<file path="config.mk">
export PLATFORM = sky130hd
export DESIGN_NAME = ppl_loader
export DESIGN_NICKNAME = d
export VERILOG_FILES = /design/src/ppl_pkg.sv /design/src/ppl_sync.sv /design/src/ppl_loader.sv
export SDC_FILE = /design/constraint.sdc
export NUM_CORES = 1
export LEC_CHECK = 0
export BUFFER_PORTS_ARGS = -buffer_cell sky130_fd_sc_hd__buf_2
export CELL_PAD_IN_SITES_DETAIL_PLACEMENT = 1
export CELL_PAD_IN_SITES_GLOBAL_PLACEMENT = 2
export CORE_AREA = 8 8 232 234
export CTS_BUF_LIST = sky130_fd_sc_hd__clkbuf_4 sky130_fd_sc_hd__clkbuf_8
export CTS_CLUSTER_DIAMETER = 30
export DETAILED_ROUTE_END_ITERATION = 12
export DIE_AREA = 0 0 240 242
export GPL_ROUTABILITY_DRIVEN = 1
export PLACE_DENSITY_LB_ADDON = 0.1
export SLEW_MARGIN = 20
export SYNTH_ARGS = -nofsm -noshare
export SYNTH_HDL_FRONTEND = slang
export SYNTH_HIERARCHICAL = 1
export SYNTH_SLANG_ARGS = --single-unit
</file>
<file path="constraint.sdc">
create_clock -name clk_sys -period 9.5 [get_ports clk_sys]
set_clock_uncertainty 0.2 [all_clocks]
set_input_delay 1.9 -clock clk_sys [delete_from_list [all_inputs] [get_ports clk_sys]]
set_output_delay 1.9 -clock clk_sys [all_outputs]
set_load 0.05 [all_outputs]
</file>
<file path="src/ppl_pkg.sv">
// Package: shared types and constants of the parallel programming loader
package ppl_pkg;

   // -----------------------------------------------------------------
   // Action-select codes and command bytes
   // -----------------------------------------------------------------
   localparam logic [1:0] ACT_ADDR      = 2'h0;
   localparam logic [1:0] ACT_DATA      = 2'h1;
   localparam logic [1:0] ACT_CMD       = 2'h2;
   localparam logic [7:0] CMD_NOP       = 8'h00;
   localparam logic [7:0] CMD_WR_FLASH  = 8'h10;
   localparam logic [7:0] CMD_WR_EEPROM = 8'h11;
   localparam logic [7:0] CMD_WR_FUSE   = 8'h40;
   localparam logic [7:0] CMD_RD_SIG    = 8'h08;
   localparam logic [7:0] CMD_ERASE     = 8'h80;

   // -----------------------------------------------------------------
   // Timing
   // -----------------------------------------------------------------
   localparam int CLK_MHZ          = 200;
   localparam int BUSY_LOW_MAX_NS  = 1000;
   localparam int WRITE_MIN_US_X10 = 37;
   localparam int WRITE_MAX_US_X10 = 45;
   localparam int ERASE_MIN_US_X10 = 75;
   localparam int ERASE_MAX_US_X10 = 90;
   // Program time aimed at the middle of each window (units of 100 us)
   localparam int WRITE_CYC = (WRITE_MIN_US_X10 + WRITE_MAX_US_X10) * 50 * CLK_MHZ;
   localparam int ERASE_CYC = (ERASE_MIN_US_X10 + ERASE_MAX_US_X10) * 50 * CLK_MHZ;
   // Busy goes low within this many cycles of the strobe edge
   localparam int BUSY_LOW_CYC = BUSY_LOW_MAX_NS * CLK_MHZ / 1000;

   // -----------------------------------------------------------------
   // Reset values
   // -----------------------------------------------------------------
   localparam logic [7:0] FUSE_LO_RST = 8'hFF;
   localparam logic [7:0] FUSE_HI_RST = 8'hFF;

   // -----------------------------------------------------------------
   // Types
   // -----------------------------------------------------------------
   typedef enum logic [2:0] {
      OP_NONE, OP_FLASH, OP_EEPROM, OP_FUSE_LO, OP_FUSE_HI, OP_ERASE
   } ppl_op_t;

   // Control pins as sampled
   typedef struct packed {
      logic       action_select_hi;
      logic       action_select_lo;
      logic       byte_select;
      logic       byte_select_ext;
      logic       load_strobe;
      logic       page_latch_strobe;
      logic       write_n;
      logic       out_en_n;
   } ppl_ctl_t;

   // Request to the nonvolatile array
   typedef struct packed {
      ppl_op_t     op;
      logic [15:0] addr;
   } ppl_req_t;

endpackage : ppl_pkg

</file>
<file path="src/ppl_sync.sv">
// Three-stage pin synchroniser with agreement filter
`timescale 1ns/1ps
module ppl_sync #(
   parameter int W = 8
) (
   input  wire logic         clk_sys,
   input  wire logic         rst_n,
   input  wire logic [W-1:0] pin_in,
   output logic      [W-1:0] pin_out
);
   logic [W-1:0] s1_r;
   logic [W-1:0] s2_r;
   logic [W-1:0] s3_r;

   always_ff @(posedge clk_sys) begin
      if (!rst_n) begin
         s1_r <= '0;
         s2_r <= '0;
         s3_r <= '0;
      end else begin
         s1_r <= pin_in;
         s2_r <= s1_r;
         s3_r <= s2_r;
      end
   end

   // A change counts once stages two and three agree
   genvar i;
   for (i = 0; i < W; i++) begin : g_bit
      always_ff @(posedge clk_sys) begin
         if (!rst_n) begin
            pin_out[i] <= 1'b0;
         end else if (s2_r[i] == s3_r[i]) begin
            pin_out[i] <= s3_r[i];
         end
      end
   end
endmodule : ppl_sync

</file>
<file path="src/ppl_loader.sv">
// Parallel programming loader: command, address and data capture, page buffer, busy timing
`timescale 1ns/1ps

// Function
// - Action 10, select low: strobe loads command
// - Action 00: strobe loads low/high address
// - Action 01: strobe loads low/high data
// - Command 0x10 enables flash page writing
// - Latch strobe stores data word in buffer
// - Low address bits pick word, rest page
// - Write strobe starts flash page program, busy
// - Command 0x00 clears write enable
// - Command 0x11 selects EEPROM page writing
// - Write strobe programs EEPROM page, busy low
// - Fuse command: zero programs, one erases
// - High fuse written with select 1, ext 0
// - Signature byte read by low address
// - Calibration byte read with select high
// - Busy low within one microsecond of strobe
// - Writes finish between 3.7 and 4.5 ms
// - Erase finishes between 7.5 and 9 ms
// - Command and address persist across operations
// - Command 0x80 plus write strobe erases chip
module ppl_loader #(
   parameter int          PAGE_WORDS = 32,
   parameter int          EE_PAGE    = 4,
   parameter int          WRITE_CYCLES = ppl_pkg::WRITE_CYC,
   parameter int          ERASE_CYCLES = ppl_pkg::ERASE_CYC,
   parameter logic [23:0] SIGNATURE  = 24'h123456,  // Arbitrary identity value
   parameter logic [7:0]  CALIB_BYTE = 8'h80
) (
   input  wire logic              clk_sys,
   input  wire logic              rst_n,
   input  wire logic              prog_mode,
   input  wire ppl_pkg::ppl_ctl_t ctl_pin,
   input  wire logic [7:0]        data_in,
   output logic      [7:0]        data_out,
   output logic                   data_oe,
   output logic                   ready_busy,
   output ppl_pkg::ppl_req_t      nvm_req,
   output logic                   nvm_start,
   output logic      [15:0]       nvm_word,
   output logic      [7:0]        fuse_lo,
   output logic      [7:0]        fuse_hi
);
   localparam int WBITS = $clog2(PAGE_WORDS);
   localparam int CW    = $clog2(ERASE_CYCLES + 1);

   // -----------------------------------------------------------------
   // Elaboration checks
   // -----------------------------------------------------------------
   initial begin
      if (PAGE_WORDS < 2 || PAGE_WORDS > 256 || (PAGE_WORDS & (PAGE_WORDS - 1)) != 0) begin
         $error("PAGE_WORDS must be a power of two from 2 to 256");
      end
      if (EE_PAGE < 1 || EE_PAGE > PAGE_WORDS) begin
         $error("EE_PAGE out of range");
      end
      // Busy must stand at least two cycles so the start pulse sees it low
      if (WRITE_CYCLES < 2 || ERASE_CYCLES < WRITE_CYCLES) begin
         $error("Program cycle counts invalid");
      end
      // Pin to busy takes five cycles through synchroniser and edge detect
      // so the busy answer deadline cannot be shorter than that
      if (ppl_pkg::BUSY_LOW_CYC < 6) begin
         $error("Busy answer deadline too short");
      end
   end

   // -----------------------------------------------------------------
   // Pin synchronisation and edge detection
   // -----------------------------------------------------------------
   ppl_pkg::ppl_ctl_t ctl_s;
   logic [7:0]        data_s;
   ppl_pkg::ppl_ctl_t ctl_d_r;

   ppl_sync #(.W(16)) u_sync (
      .clk_sys (clk_sys),
      .rst_n   (rst_n),
      .pin_in  ({ctl_pin, data_in}),
      .pin_out ({ctl_s, data_s})
   );

   always_ff @(posedge clk_sys) begin
      if (!rst_n) begin
         ctl_d_r <= '0;
      end else begin
         ctl_d_r <= ctl_s;
      end
   end

   logic busy;
   logic active;
   logic load_rise;
   logic latch_rise;
   logic wr_fall;
   logic [1:0] act;

   assign busy       = !ready_busy;
   assign active     = prog_mode && !busy;
   assign load_rise  = active && ctl_s.load_strobe && !ctl_d_r.load_strobe;
   assign latch_rise = active && ctl_s.page_latch_strobe && !ctl_d_r.page_latch_strobe;
   assign wr_fall    = active && !ctl_s.write_n && ctl_d_r.write_n;
   assign act        = {ctl_s.action_select_hi, ctl_s.action_select_lo};

   // -----------------------------------------------------------------
   // Command, address and data latches
   // -----------------------------------------------------------------
   logic [7:0] cmd_r;
   logic [7:0] addr_lo_r;
   logic [7:0] addr_hi_r;
   logic [7:0] dat_lo_r;
   logic [7:0] dat_hi_r;

   always_ff @(posedge clk_sys) begin
      if (!rst_n) begin
         cmd_r <= ppl_pkg::CMD_NOP;
      end else if (load_rise && act == ppl_pkg::ACT_CMD && !ctl_s.byte_select) begin
         cmd_r <= data_s;
      end
   end

   always_ff @(posedge clk_sys) begin
      if (!rst_n) begin
         addr_lo_r <= 8'h00;
         addr_hi_r <= 8'h00;
      end else if (load_rise && act == ppl_pkg::ACT_ADDR) begin
         if (ctl_s.byte_select) begin
            addr_hi_r <= data_s;
         end else begin
            addr_lo_r <= data_s;
         end
      end
   end

   always_ff @(posedge clk_sys) begin
      if (!rst_n) begin
         dat_lo_r <= 8'h00;
         dat_hi_r <= 8'h00;
      end else if (load_rise && act == ppl_pkg::ACT_DATA) begin
         if (ctl_s.byte_select) begin
            dat_hi_r <= data_s;
         end else begin
            dat_lo_r <= data_s;
         end
      end
   end

   // -----------------------------------------------------------------
   // Write enable
   // -----------------------------------------------------------------
   // Write enable: set by any command other than no-operation, cleared by the no-operation command
   logic wen_r;
   logic cmd_load;
   assign cmd_load = load_rise && act == ppl_pkg::ACT_CMD && !ctl_s.byte_select;

   always_ff @(posedge clk_sys) begin
      if (!rst_n) begin
         wen_r <= 1'b0;
      end else if (cmd_load) begin
         wen_r <= data_s != ppl_pkg::CMD_NOP;
      end
   end

   // -----------------------------------------------------------------
   // Page buffer
   // -----------------------------------------------------------------
   logic [15:0]      page_buf [PAGE_WORDS];
   logic [WBITS-1:0] word_sel;
   logic             buf_we;

   assign word_sel = addr_lo_r[WBITS-1:0];
   // EEPROM and flash commands both latch the full word; byte select must be high
   assign buf_we   = latch_rise && ctl_s.byte_select && wen_r &&
                     (cmd_r == ppl_pkg::CMD_WR_FLASH || cmd_r == ppl_pkg::CMD_WR_EEPROM);

   always_ff @(posedge clk_sys) begin
      if (buf_we) begin
         page_buf[word_sel] <= {dat_hi_r, dat_lo_r};
      end
   end

   // Array port walks the buffer while busy
   logic [WBITS-1:0] rd_idx_r;
   always_ff @(posedge clk_sys) begin
      if (!rst_n) begin
         rd_idx_r <= '0;
         nvm_word <= 16'h0000;
      end else begin
         nvm_word <= page_buf[rd_idx_r];
         rd_idx_r <= busy ? WBITS'(rd_idx_r + 1'b1) : '0;
      end
   end

   // -----------------------------------------------------------------
   // Write strobe decode and busy timer
   // -----------------------------------------------------------------
   ppl_pkg::ppl_op_t op;
   always_comb begin
      op = ppl_pkg::OP_NONE;
      if (wr_fall && !ctl_s.byte_select && wen_r) begin
         unique case (cmd_r)
            ppl_pkg::CMD_WR_FLASH:  op = ppl_pkg::OP_FLASH;
            ppl_pkg::CMD_WR_EEPROM: op = ppl_pkg::OP_EEPROM;
            ppl_pkg::CMD_ERASE:     op = ppl_pkg::OP_ERASE;
            ppl_pkg::CMD_WR_FUSE:   op = ppl_pkg::OP_FUSE_LO;
            default:                op = ppl_pkg::OP_NONE;
         endcase
      end else if (wr_fall && ctl_s.byte_select && !ctl_s.byte_select_ext && wen_r &&
                   cmd_r == ppl_pkg::CMD_WR_FUSE) begin
         op = ppl_pkg::OP_FUSE_HI;
      end
   end

   // Page number keeps the top low-address bits; word bits are cleared
   logic [15:0] page_addr;
   assign page_addr = {addr_hi_r, addr_lo_r} & ~16'(PAGE_WORDS - 1);

   // Array request: one start pulse and the page it covers
   // The request stands unchanged until the next start
   always_ff @(posedge clk_sys) begin
      if (!rst_n) begin
         nvm_start <= 1'b0;
         nvm_req   <= '0;
      end else begin
         nvm_start <= op != ppl_pkg::OP_NONE;
         if (op != ppl_pkg::OP_NONE) begin
            nvm_req.op   <= op;
            nvm_req.addr <= page_addr;
         end
      end
   end

   logic [CW-1:0] cnt_r;
   always_ff @(posedge clk_sys) begin
      if (!rst_n) begin
         cnt_r      <= '0;
         ready_busy <= 1'b1;
      end else begin
         if (op != ppl_pkg::OP_NONE) begin
            ready_busy <= 1'b0;
            cnt_r <= (op == ppl_pkg::OP_ERASE) ? CW'(ERASE_CYCLES - 1)
                                               : CW'(WRITE_CYCLES - 1);
         end else if (busy) begin
            if (cnt_r == '0) begin
               ready_busy <= 1'b1;
            end else begin
               cnt_r <= cnt_r - 1'b1;
            end
         end
      end
   end

   // -----------------------------------------------------------------
   // Fuse bytes
   // -----------------------------------------------------------------
   always_ff @(posedge clk_sys) begin
      if (!rst_n) begin
         fuse_lo <= ppl_pkg::FUSE_LO_RST;
         fuse_hi <= ppl_pkg::FUSE_HI_RST;
      end else if (op == ppl_pkg::OP_FUSE_LO) begin
         fuse_lo <= dat_lo_r;
      end else if (op == ppl_pkg::OP_FUSE_HI) begin
         fuse_hi <= dat_lo_r;
      end
   end

   // -----------------------------------------------------------------
   // Read-back of signature and calibration
   // -----------------------------------------------------------------
   logic [7:0] rd_byte;
   always_comb begin
      rd_byte = 8'h00;
      if (ctl_s.byte_select) begin
         rd_byte = CALIB_BYTE;
      end else begin
         unique case (addr_lo_r)
            8'h00:   rd_byte = SIGNATURE[23:16];
            8'h01:   rd_byte = SIGNATURE[15:8];
            8'h02:   rd_byte = SIGNATURE[7:0];
            default: rd_byte = 8'h00;
         endcase
      end
   end

   always_ff @(posedge clk_sys) begin
      if (!rst_n) begin
         data_oe  <= 1'b0;
         data_out <= 8'h00;
      end else begin
         data_oe  <= prog_mode && !ctl_s.out_en_n && cmd_r == ppl_pkg::CMD_RD_SIG;
         data_out <= rd_byte;
      end
   end

endmodule : ppl_loader

</file>
; ---- Word-level counts from Yosys, hierarchy flattened
; Memory sizes are Yosys's and may differ from the RTL's. A register that Yosys moved wholly into a read port is not among the register bits.
; Cells that the tools add are included.
; W data, S select, Z words.
[word_totals]
wordCells = 132
reg_bits = 175
ram_bits = 512
n_memories = 1
[memory_table]
columns = memory, depth, word_bits, read_ports, rd_clocked_by_memory_dff, wr, line_no
row1 = page_buf, 32, 16, 1, 1, 1, ppl_loader.sv:168  ; logic [15:0] page_buf [PAGE_WORDS];
[op_classes]
n_addsub = 2
bitwise_logic = 3
n_eq_ne = 30
n_mux = 14
reduce_logical = 43
[ops]
columns = operator, n
row1 = $mux W21, 4
row2 = $logic_and A1 B1 Y1, 22
row3 = $logic_not A21 Y1, 1
row4 = $pmux W7 S3, 1
row5 = $sub A21 B1 Y21 const B, 1
row6 = $eq A1 B1 Y1, 16
row7 = $eq A8 B5 Y1 const B, 2
row8 = $pmux W3 S4, 1
row9 = $reduce_and A2 Y1, 6
row10 = $eq A8 B1 Y1 const B, 1
row11 = $eq A8 B2 Y1 const B, 1
row12 = $eq A8 B4 Y1 const B, 1
row13 = $eq A8 B7 Y1 const B, 1
row14 = $eq A8 B8 Y1 const B, 1
row15 = $logic_not A8 Y1, 1
row16 = $mux W8, 1
row17 = $reduce_bool A8 Y1, 1
row18 = $logic_not A1 Y1, 7
row19 = $eq A3 B3 Y1 const B, 2
row20 = $mux W3, 2
row21 = $add A5 B1 Y5 const B, 1
row22 = $mux W1, 5
row23 = $reduce_or A2 Y1, 2
row24 = $eq A3 B2 Y1 const B, 1
row25 = other kinds (8), 10

; ---- Depth between registers and ports, before layout
[logic_depth]
word_depth = 12
mapped_depth = 9

; ---- Modules after synthesis
; Netlist, hierarchy kept.
[by_module_without_submodules]
columns = mod, cells_each, area_each_um2, instances
row1 = ppl_loader, 1274, 24445.9, 1
row2 = ppl_sync, 167, 1895.6, 1

; ---- Worst setup path before layout
; Ideal clock, no wire load.
[synth_timing]
path_kind = input to register
startpoint = in prog_mode
endpoint = mem page_buf[12][0] (enable)
setup_ns = 0.388
t_arrival_ns = 3.727
path_buffers = 1
stages = 5
setup_slack_ns = 5.184
cell_sequence = nand3_1 -> nor4_1 -> or3b_2 -> clkbuf_1 -> nor2_1
[synth_between]
elab_chain_cells = 8
[synth_lines]
columns = element, line_no
row1 = "start, declared", ppl_loader.sv:34  ; input wire logic prog_mode,
row2 = $logic_and A1 B1 Y1, ppl_loader.sv:100  ; assign active = prog_mode && !busy;
row3 = $logic_and A1 B1 Y1 (2 in series), ppl_loader.sv:102  ; assign latch_rise = active && ctl_s.page_latch_strobe && !ctl_d_r.page_latch_strobe;
row4 = $logic_and A1 B1 Y1 (3 in series), ppl_loader.sv:174  ; assign buf_we = latch_rise && ctl_s.byte_select && wen_r &&
row5 = $mux W1, ppl_loader.sv:178  ; if (buf_we) begin
row6 = $mux W1 (not written as such), ppl_loader.sv:179  ; page_buf[word_sel] <= {dat_hi_r, dat_lo_r};
row7 = "end, declared", ppl_loader.sv:168
; No other way between the ends.

; ---- Worst setup path in the final report
[layout_timing]
startpoint = in prog_mode
endpoint = mem page_buf[25][4] (enable)
; The elaborated chain is that of the path after synthesis.

==> results.yml <==
status:
  outcome: "finished clean"
clocking:
  cts_resized: 0
  cts_tree: "done"
  hold_buffers: 0
  post_cts.repair.setup_buffers: 0
  cts.clk_slew.worst_paths_ns: 0.05
  clk_latency_ns: 0.74
  max-clock-path-buffers: 3
  clkSinkCount: 701
  clock-root-buffer: "clkbuf_8"
  cts_made_buffers: 140
  htree_levels: 4
synthesis:
  synthDistinctLibCells: 61
  synth-seq-cells: 701
  seq_area_frac_synth_pct: 72.7
  synthAdderAreaFrac_pct: 0.142
  synthFlopType: "edfxtp_1"
  synth.area.mux_share_pct: 15.8
  synth_area_um2: 26300
  synth_edf_count: 512
  syn_area_per_cell_um2: 18.3
  synth_cells: 1441
  synth-simple-area-share_pct: 6.57
  synth_xor_area_share_pct: 0.432
  yosys_warnings: 6
  ys_async_sr_fraction_pct: 0
  synth_top_family_by_area: "multiplexers"
  synth_compound_area_share_pct: 2.83
worst_setup_path:
  critPathLaunchType: "input pin"
  r2r_cells: 4
  path_max_fanout: 16
  crit_arrival_ns: 4.11
  required_ns: 9.72
  cp-end-kind: "flip-flop"
  path_class: "in -> reg"
placed_design:
  portBuffers: 73
  placed_cell_area_um2: 27600
  place_inst: 2170
  routabilityCongestion: 0.776
  place_ws_ns: 4.90
  dp_hpwl_um: 36600
power_and_ir_drop:
  p_per_area_nw_per_um2: 214
  p_leak_nw: 8.72
  vdd_drop_max_mv: 0.173
floorplan:
  die_w_um: 240
  coreArea_um2: 50500
  io-pin-count: 81
  fp.dieH_um: 242
  start_util_pct: 52.2
  std_cell_rows: 83
  die_area_um2: 58100
detailed_routing:
  drtIter0Drc: 1041
  ant_nets: 0
  drt_wl_total_um: 60000
  wl_per_cell_um: 24.8
  drc: 0
  via_per_inst: 5.63
  dr.pass1.iters: 5
  num_vias: 13600
layout:
  final_area_um2: 30700
  final_cells: 2424
  layout_commonest_cell: "edfxtp_1"
  n_fill_cell: 4565
  syn_to_final_growth_pct: 16.5
  final_nets: 1654
  multi_input_area_um2: 6830
  seqCellArea_um2: 19200
  drive_gt1_share_pct: 31.8
  final_cell_mix: "edfxtp_1 (512), dfxtp_1 (182), mux4_2 (160)"
sta:
  period_needed_ns: 3.89
  fin_ws_ns: 5.61
  fmax_mhz: 257
  worstMarginPinSlew_ns: 1.04
  slew_headroom_pct: 30.9
  drv_slew: 0
  finalHoldViolations: 0
  hold-worst-slack_ns: 0.213
  finalCritPeriodShare_pct: 40.9
  setup_tns_ns: 0
  setup_viol: 0
  rsz0062_at_grt: "false"
worst_hold_path:
  hold_path.class: "reg -> reg"
  holdPathStages: 1
grt:
  grt_max_degree: 123
  grt_use_total_pct: 21.1
  grt_overflow: 0
  grt_pass1_wl_um: 90600
  grt_pass1_vias: 14800
  antenna_found_initial: 3
job:
  max_cap_viol_count: 0
## path summary, 6_finish.rpt
path	from	to	slack [ns]
worst min-delay path	u_sync/s1_r[13]$_SDFF_PN0_	u_sync/s2_r[13]$_SDFF_PN0_	0.21
worst max-delay path	prog_mode	page_buf[25][4]$_DFFE_PP_	5.61
worst min register to register	u_sync/s1_r[13]$_SDFF_PN0_	u_sync/s2_r[13]$_SDFF_PN0_	0.21
worst max register to register	rd_idx_r[1]$_SDFF_PP0_	nvm_word[14]$_SDFF_PN0_	5.99
## worst max-delay path, stage by stage
cell and delay [ns]:
buf_2 0.11, nand3_1 0.07, nor4_1 0.73, nand3b_1 0.68, nor2_1 0.29, buf_4 0.30
## power breakdown
part	internal, mW	leakage, nW	switching (mW)
registers	3.25	5.09	0.00468
clock network	1.97	1.56	1.28
logic	0.0176	2.07	0.0383
total	5.24	8.72	1.32
## sequential cells by signal (all words and copies together), names as in the netlist, 3 cells and up
signal          flops
page_buf          512
cnt_r              21
nvm_word           16
u_sync/pin_out     16
u_sync/s1_r        16
u_sync/s2_r        16
u_sync/s3_r        16
nvm_req            14
addr_hi_r           8
addr_lo_r           8
cmd_r               8
dat_hi_r            8
dat_lo_r            8
fuse_hi             8
fuse_lo             8
data_out            6
rd_idx_r            5
ctl_d_r             3
## synthesized netlist by cell type, types with 11 or more instances
| master | count | area [um2] |
|---|---|---|
| dfxtp_1 | 189 | 3780 |
| a21oi_1 | 15 | 75.1 |
| and2_1 | 55 | 344 |
| mux2i_1 | 56 | 561 |
| edfxtp_1 | 512 | 15400 |
| nor2_1 | 63 | 236 |
| nor3_1 | 11 | 55.1 |
| nand2_1 | 69 | 259 |
| buf_2 | 19 | 95.1 |
| clkbuf_1 | 44 | 165 |
| nor2b_1 | 45 | 282 |
| a22o_1 | 16 | 140 |
| o21ai_0 | 22 | 110 |
| mux4_2 | 160 | 3600 |
| a21boi_0 | 19 | 143 |
| nor4_1 | 11 | 68.8 |
## cell type report
type                            count  area share [%]
Sequential cell                   701            62.5
Multi-Input combinational cell    661            22.2
Clock buffer                      183            7.62
Tap cell                          680            2.77
Timing Repair Buffer              125            2.51
Clock inverter                     70            2.32
Inverter                            3          0.0367
Antenna cell                        1         0.00816
## per-layer routing
metal | wire length [um] | track usage [%] | share of wire, % | up-vias
met5 | 13 | 0 | 0.022 | -
met4 | 1080 | 6.89 | 1.8 | 2
met3 | 3230 | 5.10 | 5.4 | 86
met2 | 28800 | 32.6 | 48 | 387
met1 | 26900 | 29.4 | 45 | 7108
li1 | - | - | - | 6057
## kinds of logic (layout without fill, tap and decap cells)
kind of cell    after synthesis  count (layout)
flops                       701             701
simple gates                316             316
mux                         216             216
compound gates              106             106
buf+inv                      85             381
xor+xnor                     13              13
fa+ha+maj                     3               3
other cells                   1               8
## stage by stage
step | total power, mW | util (%)
floorplan | 3.37 | -
global placement | 3.38 | 54.7
detailed placement | 3.38 | 54.7
CTS | 6.64 | 60.8
global route | 6.77 | 60.8
finish | 6.56 | 60.8
(Power assumes the default switching activity.)
